`config.mk`:
```
export PLATFORM = sky130hd
export DESIGN_NAME = time_stamp_event_trigger
export DESIGN_NICKNAME = d
export VERILOG_FILES = /design/src/time_stamp_pkg.sv /design/src/event_channel.sv /design/src/time_stamp_event_trigger.sv
export SDC_FILE = /design/constraint.sdc
export NUM_CORES = 1
export LEC_CHECK = 0
export ABC_AREA = 1
export BUFFER_PORTS_ARGS = -buffer_cell sky130_fd_sc_hd__buf_2
export CORE_UTILIZATION = 24
export DETAILED_ROUTE_END_ITERATION = 8
export GPL_ROUTABILITY_DRIVEN = 0
export PLACE_DENSITY = 0.5
export SYNTH_ARGS = -nofsm -noshare
export SYNTH_HDL_FRONTEND = slang
export SYNTH_HIERARCHICAL = 1
export SYNTH_SLANG_ARGS = --single-unit
```
`constraint.sdc`:
```
create_clock -name ref_clk -period 2.5 [get_ports ref_clk]
set_input_delay 0.5 -clock ref_clk [delete_from_list [all_inputs] [get_ports ref_clk]]
set_output_delay 0.5 -clock ref_clk [all_outputs]
set_load 0.1 [all_outputs]
```
`src/time_stamp_pkg.sv`:
```
package time_stamp_pkg;
   // Clock and time figures
   localparam int CLK_FREQ_HZ = 125_000_000;
   localparam int MS_PER_SEC = 1000;
   localparam int SAMPLE_PERIOD_MS = 125;
   localparam int SETTLE_DELAY_MS = 5;
   localparam int MIN_PULSE_MS = 1;
   localparam logic [6:0] SAMPLE_MS_COUNT = 7'(SAMPLE_PERIOD_MS);
   localparam logic [2:0] SETTLE_MS_COUNT = 3'(SETTLE_DELAY_MS);
   localparam logic [2:0] MIN_PULSE_MS_COUNT = 3'(MIN_PULSE_MS);
   // Pull resistor codes
   localparam logic [2:0] PULL_NONE = 3'h0;
   localparam logic [2:0] PULL_UP_500K = 3'h1;
   localparam logic [2:0] PULL_UP_1M = 3'h2;
   localparam logic [2:0] PULL_UP_10M = 3'h3;
   localparam logic [2:0] PULL_DOWN_500K = 3'h4;
   localparam logic [2:0] PULL_RESET = PULL_UP_1M;
   localparam logic [1:0] STRENGTH_500K = 2'h0;
   localparam logic [1:0] STRENGTH_1M = 2'h1;
   localparam logic [1:0] STRENGTH_10M = 2'h2;
   // Edge select codes
   localparam logic [1:0] EDGE_FALLING = 2'h0;
   localparam logic [1:0] EDGE_RISING = 2'h1;
   localparam logic [1:0] EDGE_RESET = EDGE_FALLING;
   // Filter and tally
   localparam logic [5:0] FILTER_DIRECT = 6'h00;
   localparam logic [5:0] TALLY_RESET = 6'h00;
   localparam logic [5:0] MATCH_MAX = 6'h3f;
   // Buffer layout
   localparam int BUF_BYTES = 32;
   localparam int REC_BYTES = 10;
   localparam logic [4:0] REC0_BASE = 5'h00;
   localparam logic [4:0] REC1_BASE = 5'h10;
   localparam int REC_SUBSEC_LO = 0;
   localparam int REC_SUBSEC_HI = 1;
   localparam int REC_TIME = 2;
   localparam int REC_STATUS = 8;
   localparam int REC_SOURCE = 9;
   // Status byte bits
   localparam int ST_OSC = 0;
   localparam int ST_VDET2 = 2;
   localparam int ST_RSTOUT = 3;
   localparam int ST_LVL1 = 5;
   localparam int ST_LVL2 = 6;
   // Source byte bits
   localparam int SRC_EXT1 = 0;
   localparam int SRC_RSTOUT = 2;
   localparam int SRC_VDET2 = 3;
   localparam int SRC_OSC = 4;
   localparam int SRC_CMD = 5;
   typedef enum logic [1:0] {FILL_EMPTY = 2'b00, FILL_ONE = 2'b01, FILL_FULL = 2'b10} fill_t;
   typedef enum logic {CH_IDLE = 1'b0, CH_SETTLE = 1'b1} ch_state_t;
endpackage

```
`src/event_channel.sv`:
```
`timescale 1ns/100ps
`default_nettype none
module event_channel (
   input wire logic ref_clk,
   input wire logic reset,
   input wire logic ms_tick,
   input wire logic sample_tick,
   input wire logic event_input_pin,
   input wire logic [5:0] filter_match_count,
   input wire logic [1:0] trigger_edge_select,
   output logic level_monitor,
   output logic event_pulse,
   output logic [5:0] external_event_tally
);
   import time_stamp_pkg::*;

   ch_state_t state_r, state_nxt;
   logic accepted_r, pending_r, cand_r;
   logic [5:0] match_r, match_nxt;
   logic [2:0] settle_r;
   logic qualify, settle_done;

   function automatic logic edge_hit(input logic [1:0] sel, input logic lvl);
      edge_hit = (sel == EDGE_FALLING) ? !lvl : (sel == EDGE_RISING) ? lvl : 1'b1;
   endfunction

   // Consecutive matching samples
   always_comb begin
      if (event_input_pin != cand_r) begin
         match_nxt = 6'h01;
      end else if (match_r == MATCH_MAX) begin
         match_nxt = match_r;
      end else begin
         match_nxt = match_r + 6'h01;
      end
   end

   always_ff @(posedge ref_clk) begin
      if (reset) begin
         cand_r <= event_input_pin;
         match_r <= 6'h00;
      end else if (sample_tick) begin
         cand_r <= event_input_pin;
         match_r <= match_nxt;
      end
   end

   // Direct mode takes any change held across a millisecond tick
   always_comb begin
      if (filter_match_count == FILTER_DIRECT) begin
         qualify = ms_tick && (event_input_pin != accepted_r);
      end else begin
         qualify = sample_tick && (event_input_pin != accepted_r) && (match_nxt >= filter_match_count);
      end
   end

   assign settle_done = (state_r == CH_SETTLE) && ms_tick && (settle_r == SETTLE_MS_COUNT - 3'h1);

   always_comb begin
      case (state_r)
         CH_IDLE: state_nxt = qualify ? CH_SETTLE : CH_IDLE;
         CH_SETTLE: state_nxt = settle_done ? CH_IDLE : CH_SETTLE;
         default: state_nxt = CH_IDLE;
      endcase
   end

   always_ff @(posedge ref_clk) begin
      if (reset) begin
         state_r <= CH_IDLE;
         settle_r <= 3'h0;
         pending_r <= event_input_pin;
         accepted_r <= event_input_pin;
      end else begin
         state_r <= state_nxt;
         if (state_r == CH_IDLE) begin
            settle_r <= 3'h0;
            pending_r <= event_input_pin;
         end else if (ms_tick) begin
            settle_r <= settle_r + 3'h1;
         end
         if (settle_done) begin
            accepted_r <= pending_r;
         end
      end
   end

   // Event, tally and monitor
   always_ff @(posedge ref_clk) begin
      if (reset) begin
         event_pulse <= 1'b0;
         external_event_tally <= TALLY_RESET;
         level_monitor <= 1'b0;
      end else begin
         level_monitor <= event_input_pin;
         event_pulse <= settle_done && edge_hit(trigger_edge_select, pending_r);
         if (event_pulse) begin
            external_event_tally <= external_event_tally + 6'h01;
         end
      end
   end

   property p_tally_step;
      @(posedge ref_clk) disable iff (reset)
      event_pulse |=> external_event_tally == $past(external_event_tally) + 6'h01;
   endproperty
   a_tally_step: assert property (p_tally_step) else $error("tally did not step on event");

   property p_edge_rising;
      @(posedge ref_clk) disable iff (reset)
      (event_pulse && $past(trigger_edge_select) == EDGE_RISING) |-> accepted_r;
   endproperty
   a_edge_rising: assert property (p_edge_rising) else $error("rising event on low level");

   property p_monitor;
      @(posedge ref_clk) disable iff (reset)
      ##1 level_monitor == $past(event_input_pin);
   endproperty
   a_monitor: assert property (p_monitor) else $error("monitor does not follow pin");
endmodule
`default_nettype wire

```
`src/time_stamp_event_trigger.sv`:
```
// Operation
// - Two independent external event channels, each a time stamp trigger source.
// - Three-bit pull select drives pad pull controls; reset value is 1M pull-up.
// - Filter samples every 125 ms and needs N consecutive matching samples.
// - Filter setting zero still accepts any pulse of at least 1 ms.
// - Input level is taken at a detected change; the event follows 5 ms later.
// - Setting N from 2 to 40 always detects pulses of N times 125 ms.
// - Two-bit edge select picks falling, rising or both edges.
// - Each channel keeps a readable 6-bit tally of detected events, 0 to 63.
// - Tallies count only external events, never internal or command triggers.
// - Level monitor bit per channel follows the pin level.
// - Every trigger captures current time stamp data into the buffer.
// - Write to the trigger address issues a command trigger capture.
// - Detection and capture keep running in the low-voltage safe state.
// - An interrupt request is raised on external or internal events.
// - A 32-byte memory holds the time stamp buffer.
// - Direct mode stores two records; memory mode is free software access.
// - When full, overwrite replaces record two; inhibit discards new captures.
// - Record holds subseconds, BCD or binary time, levels, statuses, source.
`timescale 1ns/100ps
`default_nettype none
module time_stamp_event_trigger #(
   parameter int MS_TICK_CYCLES = time_stamp_pkg::CLK_FREQ_HZ / time_stamp_pkg::MS_PER_SEC
) (
   input wire logic ref_clk,
   input wire logic reset,
   input wire logic event_input_pin_one,
   input wire logic event_input_pin_two,
   input wire logic [2:0] pull_select_one,
   input wire logic [2:0] pull_select_two,
   input wire logic [1:0] edge_select_one,
   input wire logic [1:0] edge_select_two,
   input wire logic [5:0] channel_one_filter,
   input wire logic [5:0] channel_two_filter,
   input wire logic reset_out_event,
   input wire logic vdet2_event,
   input wire logic osc_resume_event,
   input wire logic reset_out_status,
   input wire logic vdet2_status,
   input wire logic osc_stop_status,
   input wire logic cmd_trigger_enable,
   input wire logic cmd_trigger_write,
   input wire logic [9:0] rtc_subsec,
   input wire logic [47:0] rtc_bcd_time,
   input wire logic [47:0] rtc_bin_count,
   input wire logic bin_select,
   input wire logic sram_mode,
   input wire logic overwrite_enable,
   input wire logic buffer_clear,
   input wire logic ext_irq_enable,
   input wire logic int_irq_enable,
   input wire logic irq_clear,
   input wire logic [4:0] sw_addr,
   input wire logic sw_write,
   input wire logic [7:0] sw_wdata,
   output logic [7:0] sw_rdata,
   output logic pad_pull_up_one,
   output logic pad_pull_down_one,
   output logic [1:0] pad_pull_strength_one,
   output logic pad_pull_up_two,
   output logic pad_pull_down_two,
   output logic [1:0] pad_pull_strength_two,
   output logic level_monitor_one,
   output logic level_monitor_two,
   output logic [5:0] channel_one_tally,
   output logic [5:0] channel_two_tally,
   output logic [1:0] record_fill,
   output logic capture_done,
   output logic event_irq
);
   import time_stamp_pkg::*;

   logic [16:0] ms_cnt_r;
   logic [6:0] sample_cnt_r;
   logic ms_tick, sample_tick;
   logic [1:0] pin_v, lvl_v, ev_v;
   logic [2:0] pull_sel_v [2];
   logic [1:0] edge_sel_v [2];
   logic [5:0] filt_v [2];
   logic [5:0] tally_v [2];
   logic [3:0] pad_v [2];
   logic [7:0] buf_mem [BUF_BYTES];
   logic [7:0] rec_byte [REC_BYTES];
   logic [47:0] time_sel;
   logic int_trig, cmd_trig, any_trig, do_write;
   logic [4:0] wr_base;
   fill_t fill_r, fill_base, fill_nxt;

   // Decodes pull code into {up, down, strength}
   function automatic logic [3:0] pull_decode(input logic [2:0] code);
      case (code)
         PULL_UP_500K: pull_decode = {2'b10, STRENGTH_500K};
         PULL_UP_1M: pull_decode = {2'b10, STRENGTH_1M};
         PULL_UP_10M: pull_decode = {2'b10, STRENGTH_10M};
         PULL_DOWN_500K: pull_decode = {2'b01, STRENGTH_500K};
         default: pull_decode = {2'b00, STRENGTH_500K};
      endcase
   endfunction

   // Millisecond and sample ticks from the divider chain
   assign ms_tick = (ms_cnt_r == 17'(MS_TICK_CYCLES - 1));
   assign sample_tick = ms_tick && (sample_cnt_r == SAMPLE_MS_COUNT - 7'h01);

   always_ff @(posedge ref_clk) begin
      if (reset) begin
         ms_cnt_r <= 17'h0_0000;
         sample_cnt_r <= 7'h00;
      end else begin
         ms_cnt_r <= ms_tick ? 17'h0_0000 : ms_cnt_r + 17'h0_0001;
         if (sample_tick) begin
            sample_cnt_r <= 7'h00;
         end else if (ms_tick) begin
            sample_cnt_r <= sample_cnt_r + 7'h01;
         end
      end
   end

   assign pin_v = {event_input_pin_two, event_input_pin_one};
   assign pull_sel_v[0] = pull_select_one;
   assign pull_sel_v[1] = pull_select_two;
   assign edge_sel_v[0] = edge_select_one;
   assign edge_sel_v[1] = edge_select_two;
   assign filt_v[0] = channel_one_filter;
   assign filt_v[1] = channel_two_filter;

   // Two identical channels
   generate
      for (genvar ch = 0; ch < 2; ch++) begin : g_chan
         event_channel u_chan (
            .ref_clk(ref_clk),
            .reset(reset),
            .ms_tick(ms_tick),
            .sample_tick(sample_tick),
            .event_input_pin(pin_v[ch]),
            .filter_match_count(filt_v[ch]),
            .trigger_edge_select(edge_sel_v[ch]),
            .level_monitor(lvl_v[ch]),
            .event_pulse(ev_v[ch]),
            .external_event_tally(tally_v[ch])
         );

         always_ff @(posedge ref_clk) begin
            if (reset) begin
               pad_v[ch] <= pull_decode(PULL_RESET);
            end else begin
               pad_v[ch] <= pull_decode(pull_sel_v[ch]);
            end
         end
      end
   endgenerate

   assign {pad_pull_up_one, pad_pull_down_one, pad_pull_strength_one} = pad_v[0];
   assign {pad_pull_up_two, pad_pull_down_two, pad_pull_strength_two} = pad_v[1];
   assign level_monitor_one = lvl_v[0];
   assign level_monitor_two = lvl_v[1];
   assign channel_one_tally = tally_v[0];
   assign channel_two_tally = tally_v[1];

   // Trigger sources; no safe-state gating anywhere
   assign int_trig = reset_out_event || vdet2_event || osc_resume_event;
   assign cmd_trig = cmd_trigger_write && cmd_trigger_enable;
   assign any_trig = (|ev_v) || int_trig || cmd_trig;

   // Record assembly
   assign time_sel = bin_select ? rtc_bin_count : rtc_bcd_time;

   always_comb begin
      rec_byte[REC_SUBSEC_LO] = {rtc_subsec[1:0], 6'h00};
      rec_byte[REC_SUBSEC_HI] = rtc_subsec[9:2];
      for (int i = 0; i < 6; i++) begin
         rec_byte[REC_TIME + i] = time_sel[8*i +: 8];
      end
      rec_byte[REC_STATUS] = 8'h00;
      rec_byte[REC_STATUS][ST_OSC] = osc_stop_status;
      rec_byte[REC_STATUS][ST_VDET2] = vdet2_status;
      rec_byte[REC_STATUS][ST_RSTOUT] = reset_out_status;
      rec_byte[REC_STATUS][ST_LVL1] = lvl_v[0];
      rec_byte[REC_STATUS][ST_LVL2] = lvl_v[1];
      rec_byte[REC_SOURCE] = 8'h00;
      rec_byte[REC_SOURCE][SRC_EXT1 +: 2] = ev_v;
      rec_byte[REC_SOURCE][SRC_RSTOUT] = reset_out_event;
      rec_byte[REC_SOURCE][SRC_VDET2] = vdet2_event;
      rec_byte[REC_SOURCE][SRC_OSC] = osc_resume_event;
      rec_byte[REC_SOURCE][SRC_CMD] = cmd_trig;
   end

   // Fill bookkeeping; a capture in the clear cycle lands in record one
   always_comb begin
      fill_base = buffer_clear ? FILL_EMPTY : fill_r;
      do_write = 1'b0;
      wr_base = REC0_BASE;
      fill_nxt = fill_base;
      if (any_trig && !sram_mode) begin
         case (fill_base)
            FILL_EMPTY: begin
               do_write = 1'b1;
               fill_nxt = FILL_ONE;
            end
            FILL_ONE: begin
               do_write = 1'b1;
               wr_base = REC1_BASE;
               fill_nxt = FILL_FULL;
            end
            default: begin
               do_write = overwrite_enable;
               wr_base = REC1_BASE;
               fill_nxt = FILL_FULL;
            end
         endcase
      end
   end

   always_ff @(posedge ref_clk) begin
      if (reset) begin
         fill_r <= FILL_EMPTY;
         capture_done <= 1'b0;
      end else begin
         fill_r <= fill_nxt;
         capture_done <= do_write;
      end
   end

   assign record_fill = fill_r;

   // Buffer memory
   always_ff @(posedge ref_clk) begin
      if (reset) begin
         for (int i = 0; i < BUF_BYTES; i++) begin
            buf_mem[i] <= 8'h00;
         end
      end else if (do_write) begin
         for (int i = 0; i < REC_BYTES; i++) begin
            buf_mem[wr_base + 5'(i)] <= rec_byte[i];
         end
      end else if (sram_mode && sw_write) begin
         buf_mem[sw_addr] <= sw_wdata;
      end
   end

   always_ff @(posedge ref_clk) begin
      if (reset) begin
         sw_rdata <= 8'h00;
      end else begin
         sw_rdata <= buf_mem[sw_addr];
      end
   end

   // Event interrupt request, set wins over clear
   always_ff @(posedge ref_clk) begin
      if (reset) begin
         event_irq <= 1'b0;
      end else if (((|ev_v) && ext_irq_enable) || (int_trig && int_irq_enable)) begin
         event_irq <= 1'b1;
      end else if (irq_clear) begin
         event_irq <= 1'b0;
      end
   end

   property p_cmd_capture;
      @(posedge ref_clk) disable iff (reset)
      (cmd_trig && !sram_mode && fill_r == FILL_EMPTY && !buffer_clear) |=> capture_done && fill_r == FILL_ONE;
   endproperty
   a_cmd_capture: assert property (p_cmd_capture) else $error("command trigger not captured");

   property p_cmd_disabled;
      @(posedge ref_clk) disable iff (reset)
      (cmd_trigger_write && !cmd_trigger_enable && !(|ev_v) && !int_trig) |=> !capture_done;
   endproperty
   a_cmd_disabled: assert property (p_cmd_disabled) else $error("capture without enabled trigger");

   property p_inhibit;
      @(posedge ref_clk) disable iff (reset)
      (fill_r == FILL_FULL && !overwrite_enable && !buffer_clear) |=> !capture_done && fill_r == FILL_FULL;
   endproperty
   a_inhibit: assert property (p_inhibit) else $error("full buffer overwritten in inhibit");

   property p_sram_no_capture;
      @(posedge ref_clk) disable iff (reset)
      sram_mode |=> !capture_done;
   endproperty
   a_sram_no_capture: assert property (p_sram_no_capture) else $error("capture in memory mode");

   property p_pull_default;
      @(posedge ref_clk) disable iff (reset)
      (pull_select_one == PULL_UP_1M) |=> pad_pull_up_one && !pad_pull_down_one
         && pad_pull_strength_one == STRENGTH_1M;
   endproperty
   a_pull_default: assert property (p_pull_default) else $error("pull decode wrong");

   property p_tally_internal;
      @(posedge ref_clk) disable iff (reset)
      (!ev_v[0] && int_trig) |=> channel_one_tally == $past(channel_one_tally);
   endproperty
   a_tally_internal: assert property (p_tally_internal) else $error("tally moved on internal trigger");

   property p_irq_set;
      @(posedge ref_clk) disable iff (reset)
      (int_trig && int_irq_enable) |=> event_irq ##1 (event_irq || $past(irq_clear));
   endproperty
   a_irq_set: assert property (p_irq_set) else $error("interrupt not raised");

   property p_sample_spacing;
      @(posedge ref_clk) disable iff (reset)
      sample_tick |=> !sample_tick [*8];
   endproperty
   a_sample_spacing: assert property (p_sample_spacing) else $error("sample ticks too close");
endmodule
`default_nettype wire

```
## Word level (Yosys, flattened, before mapping)

Memory sizes are Yosys's and may differ from the RTL's. A register that Yosys moved wholly into a read port is not among the register bits.
Cells that the tools add are included.

- $add $sub $neg: 17
- Order comparisons: 2
- Eq/ne operators: 23
- Mux-type cells: 87
- Bitwise gates (word level): 4
- Reduce and logical (&&, ||, !) cells: 52

Operators by type and width:

| kind | number |
|---|---|
| 8-bit two-way mux | 11 |
| 8-bit OR reduction | 11 |
| 5-bit two-way mux | 13 |
| 48-bit two-way mux | 1 |
| 1-bit two-way mux | 47 |
| 4-bit case mux with 4 select lines | 2 |
| 6-bit by 1-bit adder with 6-bit output (second input constant) | 4 |
| 6-bit two-way mux | 4 |
| 5-bit by 3-bit adder with 5-bit output (second input constant) | 4 |
| 1-bit logical AND | 18 |
| 17-bit by 1-bit adder with 17-bit output (second input constant) | 1 |
| 17-bit equality test (second input constant) | 1 |
| 4-bit two-way mux | 4 |
| 3-bit by 2-bit equality test with 1-bit output (second input constant) | 4 |
| 3-bit equality test (second input constant) | 4 |
| 6-bit equality test (second input constant) | 2 |
| 6-bit >= comparator | 2 |
| 6-bit zero test | 2 |
| 2-bit OR reduction | 6 |
| 5-bit by 2-bit adder with 5-bit output (second input constant) | 2 |
| 5-bit by 4-bit adder with 5-bit output (second input constant) | 2 |
| 2-bit nonzero test | 4 |
| 7-bit by 1-bit adder with 7-bit output (second input constant) | 1 |
| 7-bit equality test (second input constant) | 1 |
| other kinds (13) | 34 |

- Bits in registers: 70
- Bits in writable memories: 264
- Input bits: 161
- Output and inout bits: 34
- Logic and storage cells: 210
- Memories: 2

Memory list:

| name | depth | bits a word | rd ports | clocked after memory_dff | wr ports | RTL line | RTL |
|---|---|---|---|---|---|---|---|
| buf_mem | 32 | 8 | 1 | 1 | 32 | time_stamp_event_trigger.sv:82 | `logic [7:0] buf_mem [BUF_BYTES];` |
| pad_v | 2 | 4 | 2 | 0 | 2 | time_stamp_event_trigger.sv:81 | `logic [3:0] pad_v [2];` |

## Longest topological paths before layout

Gate-level depths: netlist of run 1.

- Depth in word-level cells: 12
- Mapped depth: 17
- Gate-level depth less buffers: 17

## By module

The synthesis of run 1 kept the hierarchy.

By module, submodules not included:

| module | instances | cells each | area each (um2) | seq. area each (um2) |
|---|---|---|---|---|
| time_stamp_event_trigger | 1 | 1731 | 15243.4 | 8468.1 |
| event_channel (g_chan[0].u_chan) | 1 | 171 | 1213.7 | 450.4 |
| event_channel (g_chan[1].u_chan) | 1 | 170 | 1197.4 | 450.4 |

## Worst setup path after synthesis of run 1

OpenSTA, ideal clock, no wires.

- Path type: reg-to-reg
- Start: reg fill_r[1], in the netlist record_fill[1]
- End: mem buf_mem[4][0] (enable)
- Library setup time: 299 ps
- Data arrival time: 2187 ps
- Data required time: 2201 ps
- Path slack: 14 ps
- Cell stages (with the launch flop): 10
- Buffers on the path: 2
- Clock period less this slack: 2486 ps
- Cell sequence: dfxtp_1 -> nand2_1 -> o21ai_1 -> nor2_4 -> nand2_2 -> buf_6 -> buf_2 -> nand2_1 -> inv_1 -> nand2_1

RTL lines:

| what | RTL line | RTL |
|---|---|---|
| start: declaration | time_stamp_event_trigger.sv:87 | `fill_t fill_r, fill_base, fill_nxt;` |
| start signal: assignment | time_stamp_event_trigger.sv:218 | `fill_r <= fill_nxt;` |
| end: declaration | time_stamp_event_trigger.sv:82 |  |

==> flow_summary.toml, run 1 <==
[outcome]
status = "finished clean"

[detailed_routing]
drt_first_pass_iters = 6
remaining_drc_errors = 0
routed_wl_um = 61200
avgRoutedWirePerCell_um = 18.6
vias = 15600
via_per_inst = 4.73
ant_nets = 0
first_iter_violations = 1405

[floorplan]
initial_utilization_pct = 24.2
die-area_um2 = 74600
die_w_um = 273
rows = 99
core_area_um2 = 72800
die_h_um = 273
num_io_pins = 195

[timing]
hold_viol_final = 0
setup_viol = 0
report.final.slew_viol_count = 0
fin_setup_tns_ps = 0
fin_crit_ps = 2380
worst_pin_slew_ps = 520
rsz0062_at_grt = "false"
max_freq_mhz = 420
post-route-period-util_pct = 95.2
slew_headroom_pct = 64.4
fin_worst_skew_ps = 34.3

[synthesis]
ys_seq_elements = 342
synth_mux_area_share_pct = 2.27
synthSimpleGateAreaFrac_pct = 29.0
synth_edf_count = 252
synth_ff_type = "edfxtp_1"
synth_cell_types = 50
synthAdderAreaFrac_pct = 1.63
synthXorXnorAreaFrac_pct = 0.943
seq_area_frac_synth_pct = 53.1
syn_area_um2 = 17700
synth_compound_area_share_pct = 7.04
syn-instance-count = 2072
yosys_warnings = 6
synth_top_area_cell = "edfxtp_1"
synthArstFlopShare_pct = 0
synth_area_leaders = "edfxtp_1, nand2_1, dfxtp_1"
synth.avg_cell_area_um2 = 8.52
yosysTopAreaCellShare_pct = 42.9
synth_top_family_by_area = "simple AND/OR/NAND/NOR gates"
syn_nets = 2256

[cells_and_area]
syn_to_final_growth_pct = 22.7
final_common_cell = "nand2_1"
insertedDiodeCount = 0
layoutNonFillerInstCount = 3290
layout-drive-gt1-share_pct = 18.4
layout_common_cells = "nand2_1, nor2_1, edfxtp_1, nand3_1, buf_2"
fin_nets = 2480

[critical_path]
cp_slowest_cell = "inv_1"
cp_cell_sequence = "nor2_1 -> nand2_1 -> inv_1 -> nand2_1 -> nand2_2 -> nor2_4 -> nand2_2 -> nand2_1 -> inv_1 -> nand2_1"
crit_type = "reg2reg"
timing.rr.start = "g_chan[0].u_chan/event_pulse"
critPathBufInv = 2
worstPathMaxFanout = 8
crit_end = "buf_mem[7][3]"
crit_path_start_kind = "flip-flop"
reg2reg_to = "buf_mem[7][3]"
r2r_slack_ps = 120
path_depth = 10
required_ps = 2750
worstPathArrival_ps = 2630
cpPeakStageDelay_ps = 400
critical_path.most_common_cell = "nand2_1"
crit_family = "simple AND/OR/NAND/NOR gates"
worstSetupEndpointType = "flip-flop"
r2r_cells = 10
cp-startpoint = "g_chan[0].u_chan/event_pulse"

[grt]
grt_use_total_pct = 16.0
grt-ovfl-total = 0
grt_max_degree = 67
antenna_found_initial = 3
grt_pass1_wl_um = 89500
grt_pass1_vias = 14900

[cts]
cts_setup_buffers = 0
clkLatencyLatePin_ps = 580
cts.hold.buffers_added = 0
cts-root-buf = "clkbuf_16"
clkTransAtPathRegs_ps = 60
cts_sinks = 342
cts_buffers = 43
cts_tree = "done"
ctsResizeCount = 0
clockBufferDepth = 3
ctsHtreeMaxLevel = 2

[power_and_ir_drop]
switching_share_pct = 26.6
intPower_mw = 10.4
pwr-share-seq_pct = 45.4
ir_drop_v = 0.000364
p_comb_share_pct = 11.6
power.switching_mw = 3.79
clkPwrFrac_pct = 43.1
p_leak_nw = 9.05
power_density_nw_per_um2 = 658

[min_path]
hold_path.class = "in2reg"

[placed_design]
hpwl_um = 45500
io_buffers = 194
place_inst = 3210

[run]
cap_violations = 0
==> flip-flops by register name (all words and copies together), names as in the netlist, 6 cells and up <==
| register | cells |
|---|---|
| buf_mem | 256 |
| g_chan.u_chan/match_r | 12 |
| sample_cnt_r | 7 |
| g_chan.u_chan/settle_r | 6 |
| sw_rdata | 8 |
| g_chan.u_chan/external_event_tally | 12 |
| pad_v | 8 |
| ms_cnt_r | 17 |
==> final cells by class <==
type                    count  area (µm²)
inverters                 146         557
well taps                 959        1200
clock buffers              53        1150
repair buffers            290        1930
flip-flops and latches    342        9370
multi-input cells        1473        7210
fillers                  7765       51200
clock inverters            27         230
==> Yosys cell counts, drive strengths merged, types with 2 or more instances <==
cell type	count
nor3b	4
a31oi	4
or2	20
xor2	6
mux2i	40
o21bai	24
o22ai	71
nor4	2
o211ai	3
edfxtp	252
o21ai	62
ha	23
xnor2	10
clkinv	2
clkbuf	48
nand3	245
a21oi	46
nand2	591
inv	144
nor2	274
nor3	19
and3	3
buf	63
nand4	19
dfxtp	90
nor2b	2
a211oi	2
==> worst min path at each step <==
stage / from / to / slack, ps / cells after the start
after floorplan: buf_mem[8][4] / buf_mem[8][4] / 440 / 2
after global placement: buf_mem[8][4] / buf_mem[8][4] / 460 / 2
after CTS: pull_select_two[1] / pad_v[1][2] / 60 / 2
after global routing: pull_select_two[1] / pad_v[1][2] / 70 / 2
final: pull_select_two[1] / pad_v[1][2] / 100 / 2
after detailed placement: buf_mem[8][7] / buf_mem[8][7] / 460 / 2
==> kinds of logic after synthesis <==
| kind of cell | after synthesis |
|---|---|
| flops | 342 |
| xor+xnor | 16 |
| compound gates | 213 |
| mux | 40 |
| fa+ha+maj | 23 |
| buf+inv | 257 |
| simple gates | 1181 |
==> power by group through the flow <==
| stage | clock, mW | sequential [mW] | combinational, mW |
|---|---|---|---|
| after floorplan | 0 | 6.71 | 0.787 |
| after global placement | 0 | 6.58 | 1.62 |
| after detailed placement | 0 | 6.58 | 1.64 |
| after CTS | 6.28 | 6.46 | 1.64 |
| after global routing | 6.49 | 6.48 | 1.77 |
| final | 6.13 | 6.46 | 1.65 |
==> routing by layer <==
layer  GRT usage (%)  up-vias  share of wire [%]
met5               0        -              0.074
met4            5.01        6                2.8
met2            24.4      632                 43
met3            3.28      107                8.7
met1            22.6     7394                 45
li1                -     7416                  -
==> worst reg2reg max path: cells and delay by family, from the launching register on <==
kind,cells,cell delay [ps]
and+or+nand+nor,8,1270
DFF,1,300
buffers and inverters,2,460
==> metrics by stage <==
step | util, % | total power, mW | cell area, µm² | worst slack [ps] | hold WS [ps]
after global routing | 29.7 | 14.7 | 21700 | 45.6 | 72.9
after global placement | 27.8 | 8.20 | 20300 | -112 | 456
after CTS | 29.7 | 14.4 | 21700 | 171 | 60.2
final | 29.7 | 14.2 | 21700 | 121 | 103
after detailed placement | 27.8 | 8.22 | 20300 | -130 | 458
after floorplan | - | 7.50 | 17700 | 13.8 | 439
No activity file was read; power rests on OpenSTA's default activity.
==> run 2, diff against run 1 <==
==> constraint.sdc (replaced) <==
create_clock -name ref_clk -period 2.5 [get_ports ref_clk]
set_input_delay 0.25 -clock ref_clk [delete_from_list [all_inputs] [get_ports ref_clk]]
set_output_delay 0.25 -clock ref_clk [all_outputs]
set_load 0.1 [all_outputs]
==> run 2 against run 1 <==
  * Clock-buffer cell count increased by 4
  * Highest routed layer unchanged
  * Critical path type unchanged
  * Global-route usage increased by 0.32 points
  * Die area unchanged
  * Combinational power about the same
  * Register-to-register slack improved by 250 ps
  * Sequential share of layout area increased by 0.47 points
  * Fmax increased by 12%
  * Hold slack got worse by 48 ps
  * Via count decreased by 0.31%
  * Non-clock buffer count decreased by 11
==> flow_summary.toml, run 2 (same netlist as run 1, synthesis figures left out) <==
[detailed_routing]
via_per_inst = 4.73
routed_wl_um = 61900
vias = 15500
ant_nets = 0
remaining_drc_errors = 0
first_iter_violations = 1459
drt_first_pass_iters = 5
avgRoutedWirePerCell_um = 18.9

[critical_path]
cpPeakStageDelay_ps = 390
worstSetupEndpointType = "flip-flop"
crit_family = "simple AND/OR/NAND/NOR gates"
cp_cell_sequence = "ha_1 -> nand2_1 -> nor3_1 -> nand2_1 -> inv_1 -> buf_4 -> nand4_1 -> nor3_1"
required_ps = 2950
crit_path_start_kind = "flip-flop"
cp-startpoint = "ms_cnt_r[0]"
crit_type = "reg2reg"
critPathBufInv = 2
cp_slowest_cell = "dfxtp_1"
timing.rr.start = "ms_cnt_r[0]"
worstPathArrival_ps = 2580
worstPathMaxFanout = 8

[cts]
cts_buffers = 41
clkLatencyLatePin_ps = 580
cts.hold.buffers_added = 15
cts_tree = "done"
cts-root-buf = "clkbuf_16"
ctsResizeCount = 0
clockBufferDepth = 3
cts_sinks = 342
clkTransAtPathRegs_ps = 60
cts_setup_buffers = 0
ctsHtreeMaxLevel = 2

[floorplan]
die_w_um = 273
core_area_um2 = 72800
num_io_pins = 195
initial_utilization_pct = 24.2
rows = 99
die-area_um2 = 74600
die_h_um = 273

[power_and_ir_drop]
switching_share_pct = 26.6
total_power_mw = 14.0
power.switching_mw = 3.74
clkPwrFrac_pct = 42.3
pwr-share-seq_pct = 46.0
intPower_mw = 10.3
ir_drop_v = 0.000315
power_density_nw_per_um2 = 655
p_leak_nw = 8.90
p_comb_share_pct = 11.7

[cells_and_area]
layout-drive-gt1-share_pct = 17.0
top_regs = "buf_mem x256, ms_cnt_r x17"
fin_util_pct = 29.4
regMostFlops = "buf_mem"
fin_nets = 2467
syn_to_final_growth_pct = 21.3
fillers = 7810
layoutNonFillerInstCount = 3277
largest_reg_flops = 256
design_area_um2 = 21400
layout_common_cells = "nand2_1, nor2_1, edfxtp_1, nand3_1, buf_2"
final_common_cell = "nand2_1"

[timing]
post-route-period-util_pct = 85.1
fin_worst_skew_ps = 27.8
fin_setup_tns_ps = 0
fin_crit_ps = 2130
report.final.slew_viol_count = 0
worst_pin_slew_ps = 677
hold_ws_ps = 55.6
slew_headroom_pct = 54.4
max_freq_mhz = 470
setup_viol = 0
rsz0062_at_grt = "false"
setup_slack_ps = 373
hold_viol_final = 0

[grt]
grt_use_total_pct = 16.3
antenna_found_initial = 3
grt_pass1_wl_um = 91300
grt_max_degree = 65
grt-ovfl-total = 0
grt_pass1_vias = 14900

[run]
cap_violations = 0

[placed_design]
io_buffers = 194
dpl_worst_slack_ps = 191
hpwl_um = 45300
place_inst = 3184
placed_area_um2 = 20000

[outcome]
status = "finished clean"

[min_path]
hold_start = "edge_select_one[0]"
hold_path.class = "in2reg"
==> run 2: layer usage <==
layer  wire length, µm  global-route usage [%]  vias to the layer above
li1                  -                       -                     7398
met1             27700                    22.9                     7365
met2             27000                    24.8                      646
met3              5860                    3.94                       92
met4              1350                    4.44                        6
met5                41                       0                        -
==> run 2: cell type report <==
class	count	area (µm²)	share of cell area [%]
diodes	2	5.00	0.0234
clock buffers	57	1090	5.07
clock inverters	19	216	1.01
inverters	146	557	2.60
multi-input cells	1473	7210	33.7
flip-flops and latches	342	9370	43.7
well taps	959	1200	5.60
repair buffers	279	1770	8.28
==> run 2: final timing paths <==
check / end / slack, ps / depth (start not counted)
hold reg to reg: buf_mem[8][7] / 460 / 2
setup / recovery: g_chan[0].u_chan/event_pulse / 370 / 8
hold / removal: g_chan[0].u_chan/event_pulse / 60 / 4
setup reg to reg: g_chan[0].u_chan/event_pulse / 370 / 8
==> run 2: power groups by stage <==
stage	Combinational [mW]	Sequential, mW	Clock (mW)
global route	1.77	6.48	6.29
global placement	1.60	6.57	0
finish	1.65	6.46	5.94
CTS	1.64	6.46	6.05
floorplan	0.787	6.71	0
detailed placement	1.61	6.58	0
==> run 2: tightest hold or removal path: stages <==
cell	delay (ps)
buf_2	100
xnor2_1	70
nor2_1	80
nor3_1	80
==> run 3, diff against run 2 <==
- GPL_TIMING_DRIVEN: not set -> 0
- SLEW_MARGIN: not set -> 0
==> run 3 against run 2 <==
  * Routed wire length rose by 12%
  * Final cell count increased by 1.1%
  * Fmax down 12%
  * Clock skew grew 23 ps
  * Sequential share of layout area is 0.19 points higher
  * Core utilization decreased by 0.12 points
  * Sequential power is essentially flat
  * Largest power group unchanged
  * Clock power fell by 2%
  * Total power down 0.15%
  * Clock-buffer cell count shrank 4
  * Non-clock buffer count rose by 42
  * Critical path depth is 2 higher
==> flow_summary.toml, run 3 (same netlist as run 1, synthesis figures left out) <==
[timing]
setup_viol = 0
fin_setup_tns_ps = 0
fin_worst_skew_ps = 50.5
fin_crit_ps = 2410
slew_headroom_pct = 34.9
post-route-period-util_pct = 96.3
worst_pin_slew_ps = 977
hold_viol_final = 0
rsz0062_at_grt = "true"
max_freq_mhz = 415
report.final.slew_viol_count = 0

[grt]
grt-ovfl-total = 0
grt_max_degree = 14
grt_pass1_vias = 15500
grt_use_total_pct = 18.2
grt_pass1_wl_um = 99900
antenna_found_initial = 7

[cts]
cts_sinks = 342
cts_tree = "done"
clkLatencyLatePin_ps = 590
cts-root-buf = "clkbuf_16"
ctsHtreeMaxLevel = 2
clkTransAtPathRegs_ps = 60
cts_buffers = 42
clockBufferDepth = 3

[placed_design]
hpwl_um = 53500
placed_area_um2 = 19800
io_buffers = 191

[critical_path]
required_ps = 2710
cp_slowest_cell = "inv_1"
crit_path_start_kind = "input pin"
cpPeakStageDelay_ps = 390
crit_type = "in2reg"
worstPathMaxFanout = 13
crit_family = "simple AND/OR/NAND/NOR gates"
critical_path.most_common_cell = "nand2_1"
cp_cell_sequence = "buf_2 -> buf_6 -> inv_6 -> nand3_4 -> inv_4 -> nand2_1 -> nand2_1 -> inv_1 -> nand2_1 -> nand2_1"
worstSetupEndpointType = "flip-flop"
critPathBufInv = 5
worstPathArrival_ps = 2620

[detailed_routing]
via_per_inst = 4.91
vias = 16300
first_iter_violations = 1618
avgRoutedWirePerCell_um = 20.9
ant_nets = 0
routed_wl_um = 69200
remaining_drc_errors = 0
drt_first_pass_iters = 5

[cells_and_area]
fin_nets = 2510
fin_util_pct = 29.3
syn_to_final_growth_pct = 20.8
final_common_cell = "nand2_1"
layout-drive-gt1-share_pct = 16.2
largest_reg_flops = 256
multi_input_area_um2 = 7250
fillers = 7825
top_regs = "buf_mem x256, ms_cnt_r x17"
layout_common_cells = "nand2_1, nor2_1, edfxtp_1, nand3_1, buf_2"
seqCellArea_um2 = 9370
design_area_um2 = 21300
regMostFlops = "buf_mem"

[floorplan]
die-area_um2 = 74600
num_io_pins = 195
core_area_um2 = 72800
rows = 99
die_w_um = 273
die_h_um = 273
initial_utilization_pct = 24.2

[power_and_ir_drop]
ir_drop_v = 0.000405
power_density_nw_per_um2 = 657
p_leak_nw = 8.80
total_power_mw = 14.0

[min_path]
hold_path.class = "in2reg"

[outcome]
status = "finished clean"

[run]
cap_violations = 0
==> run 3: cell count changes in the layout (fill, tap and decap cells not counted), sizes merged, moves of 2 or more <==
cell and change:
buf -9, bufinv -3, clkbuf +44, clkinv +6, dlygate4sd3 +3, inv -2
==> run 3: path summary, 6_finish.rpt <==
check                               start        endpoint  slack, ps  cells past startpoint
min reg2reg                 buf_mem[8][7]   buf_mem[8][7]        470                      2
max reg2reg  g_chan[0].u_chan/event_pulse  buf_mem[21][6]        100                     10
min                         rtc_subsec[9]   buf_mem[1][7]         60                      3
max                                 reset  buf_mem[12][2]         90                     10
==> run 3: routing by layer <==
| metal | wire length [µm] | vias to the layer above | GRT usage [%] |
|---|---|---|---|
| met5 | 77 | - | 0 |
| met4 | 1920 | 12 | 5.04 |
| met3 | 8870 | 133 | 6.25 |
| met2 | 29700 | 884 | 27.5 |
| met1 | 28600 | 7760 | 24.5 |
| li1 | - | 7477 | - |
==> run 3: layout make-up <==
type | count | area share (%)
clock inverters | 19 | 0.604
well taps | 959 | 5.62
multi-input cells | 1473 | 34.0
inverters | 146 | 2.62
plain buffers | 111 | 2.42
diodes | 1 | 0.0117
repair buffers | 210 | 5.42
clock buffers | 53 | 5.40
flip-flops and latches | 342 | 43.9
==> run 3: worst reg2reg max path, stage by stage, from the launching register on <==
cell,delay (ps)
dfxtp_2,380
nor2_1,120
nand2_1,50
inv_1,60
nand2_1,90
nand2_2,120
nor2_4,50
nand2_2,270
nand2_1,90
inv_1,430
nand2_1,390
==> run 3: timing repair <==
| item | in CTS | in global routing |
|---|---|---|
| buffers inserted | 0 | 1 |
| resized for setup | 7 | 7 |
| hold buffers | 18 | 0 |
| endpoints found under the setup margin | 62 | 120 |
| pin swaps | 0 | 0 |
| endpoints found under the hold margin | 17 | 0 |
==> run 3: where the power goes <==
group | switching [mW] | internal (mW)
combinational | 1.27 | 0.446
sequential | 0.100 | 6.37
clock | 2.48 | 3.35
total | 3.85 | 10.2
==> run 3: metrics by stage <==
step           std cells  hold slack, ps  setup slack (ps)
2_1_floorplan       2072             322              13.8
3_3_place_gp        3222             423              -526
3_5_place_dp        3222             433              -536
4_1_cts             3312            39.9             -21.9
5_1_grt             3313            81.3             -67.6
6_report            3314            62.8              91.5
